===== src/shared/sdrt_pkg.sv =====
package sdrt_pkg;
  // clock period at 10 MHz
  localparam int unsigned CLK_PERIOD_PS = 100000;
  // termination reference points in actual clock cycles
  localparam int unsigned TERM_ON_CYCLES = 2;
  localparam int unsigned TERM_OFF_EDGES = 2;
  // write to read, clock enable width, power-down exit, in clock cycles
  localparam logic [7:0] WTR_CYCLES = 8'h02;
  localparam logic [7:0] CKE_MIN_CYCLES = 8'h03;
  localparam logic [7:0] PDX_CYCLES = 8'h03;
  // time-based parameters in ps, with derived cycle counts rounded up
  localparam int unsigned PRECHARGE_PS = 13125;
  localparam int unsigned RAS_MIN_PS = 45000;
  localparam int unsigned RTP_PS = 7500;
  localparam logic [7:0] PRECHARGE_CYC = 8'((PRECHARGE_PS + CLK_PERIOD_PS - 1) / CLK_PERIOD_PS);
  localparam logic [7:0] RAS_MIN_CYC = 8'((RAS_MIN_PS + CLK_PERIOD_PS - 1) / CLK_PERIOD_PS);
  localparam logic [7:0] RTP_CYC = 8'((RTP_PS + CLK_PERIOD_PS - 1) / CLK_PERIOD_PS);
  // reset values of mode settings
  localparam logic [7:0] WR_RESET = 8'h08;
  localparam logic [7:0] AL_RESET = 8'h00;
  localparam logic [7:0] BL_RESET = 8'h04;
  localparam int unsigned STROBE_BIT = 10;
  localparam int unsigned NBANK = 8;
  // command encodings
  typedef enum logic [2:0] {
    SDRT_NOP = 3'h0, SDRT_ACT = 3'h1, SDRT_RD = 3'h2, SDRT_WR = 3'h3,
    SDRT_PRE = 3'h4, SDRT_WRA = 3'h5, SDRT_MRS = 3'h6
  } sdrt_cmd_t;
endpackage


===== src/shared/sdrt_if.sv =====
`timescale 1ns/1ns
`default_nettype none
interface sdrt_if;
  logic               cke;
  logic               odt;
  sdrt_pkg::sdrt_cmd_t cmd;
  logic [2:0]         bank;
  logic [12:0]        mode;
  logic               term_on;
  logic               strobe_diff;
  modport ctrl (output cke, output odt, output cmd, output bank, output mode,
                input term_on, input strobe_diff);
  modport mem  (input cke, input odt, input cmd, input bank, input mode,
                output term_on, output strobe_diff);
endinterface
`default_nettype wire


===== src/rtl/sdrt_ctrl_end.sv =====
`timescale 1ns/1ns
`default_nettype none
// Summary of operation
// RULE1 - clock changes only in self-refresh or power-down
// RULE2 - termination on two cycles after odt high
// RULE3 - termination off half period after second edge; code drops it at the third edge after odt falls
// RULE4 - write to read at least two cycles
// RULE5 - clock enable held three registered edges
// RULE6 - rewrite location after bad write timing
// RULE7 - time parameters rounded up to cycles
// RULE8 - autoprecharge recovery equals write recovery plus precharge
// RULE9 - activate three edges after power-down exit
// RULE10 - strobe differential when mode bit ten zero
// RULE11 - read to precharge at least al plus bl/2
// RULE12 - per-bank down-counters gate constrained commands
module sdrt_ctrl_end (
  input  wire logic                clk,
  input  wire logic                rst_b,
  sdrt_if.ctrl                     link,
  input  wire logic                req_valid,
  input  wire sdrt_pkg::sdrt_cmd_t req_cmd,
  input  wire logic [2:0]          req_bank,
  input  wire logic [12:0]         req_mode,
  input  wire logic                req_odt,
  input  wire logic                req_cke,
  input  wire logic                wr_bad,
  input  wire logic                freq_change_req,
  output logic                     req_ready,
  output logic                     freq_change_ok,
  output logic                     rewrite_needed,
  output logic [7:0]               dal_cycles
);
  logic [7:0] wr_rec;
  logic [7:0] add_lat;
  logic [7:0] burst;
  logic [7:0] wtr_cnt;
  logic [7:0] cke_cnt;
  logic [7:0] pdx_cnt;
  logic [7:0] pre_cnt [sdrt_pkg::NBANK];
  logic [7:0] act_cnt [sdrt_pkg::NBANK];
  logic       issue;
  logic       allowed;
  logic       cke_change;
  logic       cke_take;
  logic [7:0] rd_pre;

  // read to precharge spacing, never shorter than rtp
  assign rd_pre = (add_lat + (burst >> 1)) > sdrt_pkg::RTP_CYC ?
                  add_lat + (burst >> 1) : sdrt_pkg::RTP_CYC; // RULE11
  assign cke_change = req_valid && (req_cke != link.cke);
  // a clock enable change goes out alone with nop on the command pins, so no
  // command shares the edge that registers power-down entry or exit
  assign cke_take = cke_change && (cke_cnt == 8'h00); // RULE5

  // gate each command on its timers
  always_comb begin
    allowed = 1'b1;
    unique case (req_cmd)
      sdrt_pkg::SDRT_RD: allowed = (wtr_cnt == 8'h00); // RULE4
      sdrt_pkg::SDRT_ACT: allowed = (pdx_cnt == 8'h00) && (pre_cnt[req_bank] == 8'h00); // RULE9
      sdrt_pkg::SDRT_PRE: allowed = (pre_cnt[req_bank] == 8'h00) && (act_cnt[req_bank] == 8'h00); // RULE12
      default: allowed = 1'b1;
    endcase
    if (cke_change) begin
      allowed = 1'b0; // RULE9
    end
  end
  assign issue = req_valid && allowed;

  // drive command pins, one command per cycle
  always_ff @(posedge clk) begin
    if (!rst_b) begin
      link.cmd <= sdrt_pkg::SDRT_NOP;
      link.bank <= 3'h0;
      link.mode <= 13'h0000;
      link.odt <= 1'b0;
      link.cke <= 1'b0;
      req_ready <= 1'b0;
    end else begin
      req_ready <= allowed;
      link.cmd <= issue ? req_cmd : sdrt_pkg::SDRT_NOP;
      link.bank <= req_bank;
      link.mode <= req_mode;
      link.odt <= req_odt;
      if (cke_take) begin
        link.cke <= req_cke; // RULE5
      end
    end
  end

  // mode settings captured from mode register writes
  always_ff @(posedge clk) begin
    if (!rst_b) begin
      wr_rec <= sdrt_pkg::WR_RESET;
      add_lat <= sdrt_pkg::AL_RESET;
      burst <= sdrt_pkg::BL_RESET;
    end else if (issue && req_cmd == sdrt_pkg::SDRT_MRS) begin
      wr_rec <= 8'(req_mode[11:9]) + 8'h01;
      add_lat <= 8'(req_mode[5:3]);
      burst <= req_mode[2:0] == 3'h3 ? 8'h08 : 8'h04;
    end
  end

  // global timers: write-to-read, clock enable width, power-down exit
  always_ff @(posedge clk) begin
    if (!rst_b) begin
      wtr_cnt <= 8'h00;
      cke_cnt <= 8'h00;
      pdx_cnt <= 8'h00;
    end else begin
      if (issue && req_cmd inside {sdrt_pkg::SDRT_WR, sdrt_pkg::SDRT_WRA}) begin
        wtr_cnt <= sdrt_pkg::WTR_CYCLES; // RULE4
      end else if (wtr_cnt != 8'h00) begin
        wtr_cnt <= wtr_cnt - 8'h01;
      end
      if (cke_take) begin
        cke_cnt <= sdrt_pkg::CKE_MIN_CYCLES; // RULE5
      end else if (cke_cnt != 8'h00) begin
        cke_cnt <= cke_cnt - 8'h01;
      end
      if (cke_take && req_cke) begin
        pdx_cnt <= sdrt_pkg::PDX_CYCLES; // RULE9
      end else if (pdx_cnt != 8'h00) begin
        pdx_cnt <= pdx_cnt - 8'h01;
      end
    end
  end

  // per-bank down-counters, counting real clock edges
  for (genvar b = 0; b < sdrt_pkg::NBANK; b++) begin : g_bank
    always_ff @(posedge clk) begin
      if (!rst_b) begin
        pre_cnt[b] <= 8'h00;
        act_cnt[b] <= 8'h00;
      end else begin
        if (issue && req_bank == 3'(b) && req_cmd == sdrt_pkg::SDRT_WRA) begin
          pre_cnt[b] <= wr_rec + sdrt_pkg::PRECHARGE_CYC; // RULE8
        end else if (issue && req_bank == 3'(b) && req_cmd == sdrt_pkg::SDRT_PRE) begin
          pre_cnt[b] <= sdrt_pkg::PRECHARGE_CYC; // RULE7
        end else if (issue && req_bank == 3'(b) && req_cmd == sdrt_pkg::SDRT_RD) begin
          pre_cnt[b] <= rd_pre; // RULE11
        end else if (pre_cnt[b] != 8'h00) begin
          pre_cnt[b] <= pre_cnt[b] - 8'h01; // RULE12
        end
        if (issue && req_bank == 3'(b) && req_cmd == sdrt_pkg::SDRT_ACT) begin
          act_cnt[b] <= sdrt_pkg::RAS_MIN_CYC; // RULE7
        end else if (act_cnt[b] != 8'h00) begin
          act_cnt[b] <= act_cnt[b] - 8'h01;
        end
      end
    end
  end

  // status: frequency change only with cke low, rewrite flag, dal
  always_ff @(posedge clk) begin
    if (!rst_b) begin
      freq_change_ok <= 1'b0;
      rewrite_needed <= 1'b0;
      dal_cycles <= 8'h00;
    end else begin
      freq_change_ok <= freq_change_req && !link.cke && (cke_cnt == 8'h00); // RULE1
      if (wr_bad) begin
        rewrite_needed <= 1'b1; // RULE6
      end else if (issue && req_cmd == sdrt_pkg::SDRT_WR) begin
        rewrite_needed <= 1'b0;
      end
      dal_cycles <= wr_rec + sdrt_pkg::PRECHARGE_CYC; // RULE8
    end
  end
endmodule
`default_nettype wire


===== src/flat_wrapper.sv =====
// flat-port wrapper written by rule: the top's interface ports become plain ports
module sdrt_ctrl_end_flat 
  (clk, rst_b, req_valid, req_cmd, req_bank, req_mode, req_odt, req_cke, wr_bad, freq_change_req, req_ready, freq_change_ok, rewrite_needed, dal_cycles, link_cke, link_odt, link_cmd, link_bank, link_mode, link_term_on, link_strobe_diff);
  sdrt_if link_i ();
  input  wire logic clk;
  input  wire logic rst_b;
  input  wire logic req_valid;
  input  wire sdrt_pkg::sdrt_cmd_t req_cmd;
  input  wire logic [2:0] req_bank;
  input  wire logic [12:0] req_mode;
  input  wire logic req_odt;
  input  wire logic req_cke;
  input  wire logic wr_bad;
  input  wire logic freq_change_req;
  output logic req_ready;
  output logic freq_change_ok;
  output logic rewrite_needed;
  output logic [7:0] dal_cycles;
  output wire logic [$bits(link_i.cke)-1:0] link_cke;
  output wire logic [$bits(link_i.odt)-1:0] link_odt;
  output wire logic [$bits(link_i.cmd)-1:0] link_cmd;
  output wire logic [$bits(link_i.bank)-1:0] link_bank;
  output wire logic [$bits(link_i.mode)-1:0] link_mode;
  input wire logic [$bits(link_i.term_on)-1:0] link_term_on;
  input wire logic [$bits(link_i.strobe_diff)-1:0] link_strobe_diff;
  assign link_cke = link_i.cke;
  assign link_odt = link_i.odt;
  assign link_cmd = link_i.cmd;
  assign link_bank = link_i.bank;
  assign link_mode = link_i.mode;
  assign link_i.term_on = link_term_on;
  assign link_i.strobe_diff = link_strobe_diff;
  sdrt_ctrl_end u_core (.clk(clk), .rst_b(rst_b), .link(link_i), .req_valid(req_valid), .req_cmd(req_cmd), .req_bank(req_bank), .req_mode(req_mode), .req_odt(req_odt), .req_cke(req_cke), .wr_bad(wr_bad), .freq_change_req(freq_change_req), .req_ready(req_ready), .freq_change_ok(freq_change_ok), .rewrite_needed(rewrite_needed), .dal_cycles(dal_cycles));
endmodule

===== config.mk =====
export PLATFORM = sky130hd
export DESIGN_NAME = sdrt_ctrl_end_flat
export DESIGN_NICKNAME = d
export VERILOG_FILES = /design/src/shared/sdrt_pkg.sv /design/src/shared/sdrt_if.sv /design/src/rtl/sdrt_ctrl_end.sv /design/src/flat_wrapper.sv
export SDC_FILE = /design/constraint.sdc
export NUM_CORES = 1
export LEC_CHECK = 0
export BUFFER_PORTS_ARGS = -buffer_cell sky130_fd_sc_hd__buf_2
export CELL_PAD_IN_SITES_DETAIL_PLACEMENT = 0
export CELL_PAD_IN_SITES_GLOBAL_PLACEMENT = 1
export CORE_UTILIZATION = 30
export CTS_BUF_LIST = sky130_fd_sc_hd__clkbuf_8
export DETAILED_ROUTE_END_ITERATION = 8
export PLACE_DENSITY = 0.62
export SLEW_MARGIN = 0
export SYNTH_ARGS = -nofsm -noshare
export SYNTH_HDL_FRONTEND = slang
export SYNTH_SLANG_ARGS = --single-unit

===== constraint.sdc =====
create_clock -name clk -period 5.2 [get_ports clk]
set_input_delay 0.26 -clock clk [delete_from_list [all_inputs] [get_ports clk]]
set_output_delay 0.26 -clock clk [all_outputs]
set_load 0.01 [all_outputs]

### Word level (Yosys, flattened, before mapping)

Memory sizes are Yosys's and may differ from the RTL's.
Index checks and enable logic that the tools add are counted.

| cells by class | value |
|---|---|
| add/sub/neg operators | 22 |
| $lt $le $gt $ge | 1 |
| equal/unequal tests | 15 |
| muxes and demuxes | 261 |
| bitwise logic cells | 49 |
| reductions and logical operators | 86 |

Operators by type and width:

| operator | count |
|---|---|
| 8-bit 2-to-1 mux | 49 |
| 1-bit 2-to-1 mux | 204 |
| 8-bit nonzero test | 19 |
| 8-bit by 1-bit subtractor with 8-bit output (second input constant) | 19 |
| 1-bit logical AND | 51 |
| 1-bit OR | 48 |
| 8-bit zero test | 5 |
| 3-bit equality test (second input constant) | 7 |
| 3-bit by 2-bit equality test with 1-bit output (second input constant) | 5 |
| 2-bit 2-to-1 mux | 6 |
| 2-bit nonzero test | 5 |
| 3-bit by 7-bit adder with 8-bit output | 1 |
| 8-bit by 1-bit adder with 8-bit output (second input constant) | 1 |
| 8-bit by 1-bit greater-than comparator with 1-bit output (second input constant) | 1 |
| 3-bit by 1-bit equality test with 1-bit output (second input constant) | 2 |
| 2-bit OR reduction | 3 |
| 3-bit by 1-bit adder with 4-bit output (second input constant) | 1 |
| 4-bit 2-to-1 mux | 1 |
| 3-bit zero test | 1 |
| 1-bit one-hot mux with 3 select lines | 1 |
| 2-bit AND reduction | 1 |
| 1-bit zero test | 1 |
| 1-bit inequality test | 1 |
| 1-bit inverter | 1 |

| word-level totals | value |
|---|---|
| flip-flop bits (word level) | 75 |
| memory bits (writable) | 128 |
| output and inout bits | 32 |
| logic and storage cells | 454 |
| memories | 2 |

Memories:

| name | words | bits a word | rd ports | clocked after memory_dff | wr ports | line | text |
|---|---|---|---|---|---|---|---|
| u_core.act_cnt | 8 | 8 | 9 | 0 | 8 | sdrt_ctrl_end.sv:40 | `logic [7:0] act_cnt [sdrt_pkg::NBANK];` |
| u_core.pre_cnt | 8 | 8 | 9 | 0 | 8 | sdrt_ctrl_end.sv:39 | `logic [7:0] pre_cnt [sdrt_pkg::NBANK];` |

### Logic depth before layout (Yosys ltp)

An unclocked memory read counts as a cell.

| depth | value |
|---|---|
| word-level depth | 15 |
| depth in mapped cells | 11 |

### Worst setup path after synthesis

No wires, ideal clock.

| timing path | value |
|---|---|
| path kind | register to register |
| start | memory u_core.act_cnt[4][3] |
| end | memory u_core.act_cnt[3][0], enable pin |
| library setup time | 0.384 ns |
| arrival time | 2.642 ns |
| data required time | 4.816 ns |
| path slack | 2.174 ns |
| stages on the path, launching flop included | 10 |
| buffers on the path | 2 |
| clock period less this slack | 3.026 ns |
| cell sequence | edfxtp_1 > or4_4 > nor4_2 > a211o_2 > a32o_4 > o211a_1 > buf_6 > buf_2 > nand2_1 > o21ai_0 |

RTL lines:

| item | line |
|---|---|
| start, declared | sdrt_ctrl_end.sv:40 |

==> metrics <==
async set-reset flop share out of synthesis 0; CTS Root Buffer Type sky130_fd_sc_hd__clkbuf_8; top flip-flop cell by instance count after synthesis sky130_fd_sc_hd__edfxtp_1; CTS Buf Count 17; number of buffer cells added on primary ports 54; M1 wire length approximately 13 mm; worst voltage drop across the vdd grid 0.284 mV; hold wc startpoint req_cmd[0]; total number of clock tree sinks 190; worst min-delay path category in -> reg; HPWL after detailed placement roughly 18 mm; Die Span Y between 150 and 200 um; Pins Over Slew Limit 0; warning count from the yosys run 0; total buffers and inverters traversed by the critical path 0; largest net degree at the start of global routing 55; dominant delay contributor by cell family on the critical path compound AO/OA/AOI/OAI gates; clock insertion delay at the later pin of the skew report 0.49 ns; flops & latches, synth 190; metal2 WL about 12 mm; crit path DAT 3.86 ns; Final Core Density 0.345; skew final 0.0245 ns; status finished clean; highest net fanout along the worst path 14; measured slew at the worst slew-check pin 1.01 ns; crit path capture type flop; total congestion overflow after global routing 0; critical register-to-register path startpoint u_core.act_cnt[3][3]; global-route wire length before repair 42.3 mm; Highest Clock Rate 0.268 GHz; nets 1165; worst setup path class reg -> reg; number of vias in the routed layout 7720; antenna violations before repair 0; total of fill cells in the finished design 3418; kind of launch point of the worst setup path flop; number of hold buffers added after cts 15; Antenna Cells 0; H-Tree Depth 4; worst-case setup margin in the final layout between 1 and 1.5 ns; CTS tree built; number of max-cap violations 0; wire length after detailed routing 26.0 mm; die footprint 35400 um2; largest stage delay on the critical path 0.74 ns; post-route clock period utilization 0.717; DRT Pass-1 Iters 5; synthesized area divided by synthesized cell count 10.1 um2; hold slack 0.0955 ns; required time of the worst setup path around 5.3 ns; wire length per cell 16.7 um; Post-Place Worst Slack 1.39 ns; number of DRC violations after detailed-routing iteration 0 ~590; Netlist Area Pre-Place between 10000 and 15000 um2; Static Leakage 4.39 nW; via count of the first global-routing pass between 7000 and 8000; Hold Vio Cnt, Final 0; ratio of cells with drive above 1 in the final layout 0.115; clock tree buffer depth 2; chain of cells forming the critical path nor3_1, nand4_1, a41oi_1, a32o_4, o211a_1, nand2_1, o2111ai_1; synth unique cells between 70 and 80; Top-Level Pins 60; proportion of synthesized chip area in sequential cells 0.490; met3 wire length roughly 1.0 mm; post-route DRC violation count 0; Reg clk slew, reported paths 0.11 ns; number of instances in the synthesized netlist slightly above 1000; min Tclk post-route around 3.7 ns; Die Wd 188 um; slowest cell on the critical path sky130_fd_sc_hd__o2111ai_1; initial core utilization 0.307; overall global routing resource usage 0.152; unrepaired setup endpoints after global routing no; worst max-slew margin expressed relative to the limit 0.319; routability congestion estimate from global placement 0.793; Setup TNS 0 ns; power density over cell area 567 nW/um2; # setup viols final 0; critical path startpoint u_core.act_cnt[3][3]; FP Rows 67; Post-CTS Repair Setup Buffers 0; number of vias per cell 4.96; number of routed nets with antenna violations 0; core area ~34000 um2; uppermost layer routed met4; post_cts resized 0; number of enable-type register cells in the synthesized netlist around 130; area added between synthesis and finish 12.1%
-- placed cells by master (no fill, tap or decap), types with 4 or more instances in the layout --
cell type	n
sky130_fd_sc_hd__a211oi_1	6
sky130_fd_sc_hd__nand3_1	21
sky130_fd_sc_hd__mux2i_1	6
sky130_fd_sc_hd__nor4_1	25
sky130_fd_sc_hd__o31ai_1	6
sky130_fd_sc_hd__buf_2	54
sky130_fd_sc_hd__clkbuf_8	17
sky130_fd_sc_hd__o21ai_0	15
sky130_fd_sc_hd__inv_6	4
sky130_fd_sc_hd__a311o_1	7
sky130_fd_sc_hd__dfxtp_1	62
sky130_fd_sc_hd__nand2b_1	10
sky130_fd_sc_hd__ha_1	39
sky130_fd_sc_hd__o211ai_1	9
sky130_fd_sc_hd__o32ai_1	4
sky130_fd_sc_hd__nand4_1	4
sky130_fd_sc_hd__buf_4	8
sky130_fd_sc_hd__xor2_1	44
sky130_fd_sc_hd__nor3_1	47
sky130_fd_sc_hd__nand3b_1	9
sky130_fd_sc_hd__nand2_1	78
sky130_fd_sc_hd__nor3b_1	5
sky130_fd_sc_hd__nor4b_1	14
sky130_fd_sc_hd__a21oi_1	20
sky130_fd_sc_hd__and2_1	18
sky130_fd_sc_hd__o2111ai_1	4
sky130_fd_sc_hd__or4_1	9
sky130_fd_sc_hd__or4_4	4
sky130_fd_sc_hd__edfxtp_1	128
sky130_fd_sc_hd__o22ai_1	33
sky130_fd_sc_hd__dlygate4sd3_1	16
sky130_fd_sc_hd__o22ai_2	6
sky130_fd_sc_hd__xnor2_1	71
sky130_fd_sc_hd__nor2_1	175
sky130_fd_sc_hd__inv_1	59
sky130_fd_sc_hd__a31o_2	5
-- per-stage QoR --
| step | power, mW | cells | instance area (um2) |
|---|---|---|---|
| after floorplan | 4.97 | 1029 | 10400 |
| after global placement | 5.58 | 1510 | 11100 |
| after detailed placement | 5.61 | 1510 | 11100 |
| after CTS | 6.66 | 1557 | 11600 |
| after global routing | 7.17 | 1558 | 11600 |
| final | 6.61 | 1558 | 11600 |
-- path summary, 6_finish.rpt --
kind / slack (ns) / depth (start not counted) / to
setup / recovery: 1.47 / 7 / u_core.act_cnt[6][7]
hold / removal: 0.1 / 3 / u_core.link.cmd[0]
setup reg to reg: 1.47 / 7 / u_core.act_cnt[6][7]
hold reg to reg: 0.49 / 2 / u_core.burst[2]
-- sequential cells by signal (all words and copies together), names as in the netlist --
name and cells:
u_core.link.cke 1, u_core.freq_change_ok 1, u_core.pre_cnt 64, u_core.req_ready 1
u_core.link.bank 3, u_core.wtr_cnt 8, u_core.burst 2, u_core.pdx_cnt 8
u_core.rewrite_needed 1, u_core.link.mode 13, u_core.cke_cnt 8, u_core.dal_cycles 5
u_core.add_lat 3, u_core.act_cnt 64, u_core.link.odt 1, u_core.link.cmd 3
u_core.wr_rec 4
-- Yosys cell counts, drive strengths merged (3+ instances only) --
cell     number  share of area
nor3         50          0.026
a311o         7         0.0067
or4          13          0.011
o2111ai       4         0.0034
xnor2        71          0.060
ha           39          0.047
nor4b        14          0.012
nand3        21          0.010
edfxtp      128           0.37
or2           3         0.0018
nor4         28          0.020
nand4         4         0.0024
inv          57          0.021
nand2b       10         0.0060
o21ai        18         0.0087
or3           4         0.0026
nor3b         6         0.0048
and2         18          0.011
o31ai         6         0.0043
o32ai         4         0.0034
a21oi        20         0.0096
buf          19          0.015
nor2        176          0.064
a211oi        6         0.0043
o211ai       12          0.011
a31o          5         0.0042
mux2i         6         0.0058
o22ai        39          0.027
and2b         3         0.0022
nand3b       10         0.0076
xor2         44          0.037
clkbuf       10         0.0036
dfxtp        62           0.12
a31oi         3         0.0018
nand2        78          0.028
-- layout make-up --
type | count | area (um2) | share of cell area
Multi-Input combinational cell | 753 | 4900 | 0.421
Sequential cell | 190 | 5080 | 0.437
Clock inverter | 15 | 158 | 0.0135
Clock buffer | 17 | 234 | 0.0201
Inverter | 57 | 214 | 0.0184
Tap cell | 448 | 561 | 0.0481
Timing Repair Buffer | 78 | 490 | 0.0421
-- power by group --
group          total, mW  internal, mW  leakage, nW  switching (mW)
clock network       1.02         0.434        0.200           0.584
registers           2.80          2.30         1.99           0.500
logic               2.79          1.26         2.21            1.52
total               6.61          4.00         4.39            2.61
-- kinds of logic after synthesis --
group | count (synthesis) | share of synthesized area
AOI/OAI and AO/OA | 144 | 0.104
xor gates and xnor gates | 115 | 0.0970
adders and majority gates | 40 | 0.0489
buffers and inverters | 86 | 0.0395
DFF | 190 | 0.490
muxes | 7 | 0.00687
other | 1 | 0.000361
and+or+nand+nor | 444 | 0.214
-- layer usage --
metal  global-route usage  vias up
met5                    0        -
met4               0.0428        0
met2                0.238      147
met3               0.0301       22
li1                     -     3818
met1                0.212     3733
-- tightest hold or removal path, stage by stage --
cell,delay [ns]
sky130_fd_sc_hd__buf_2,0.16
sky130_fd_sc_hd__nand2_1,0.09
sky130_fd_sc_hd__nor2_1,0.04
(Power assumes the default switching activity.)
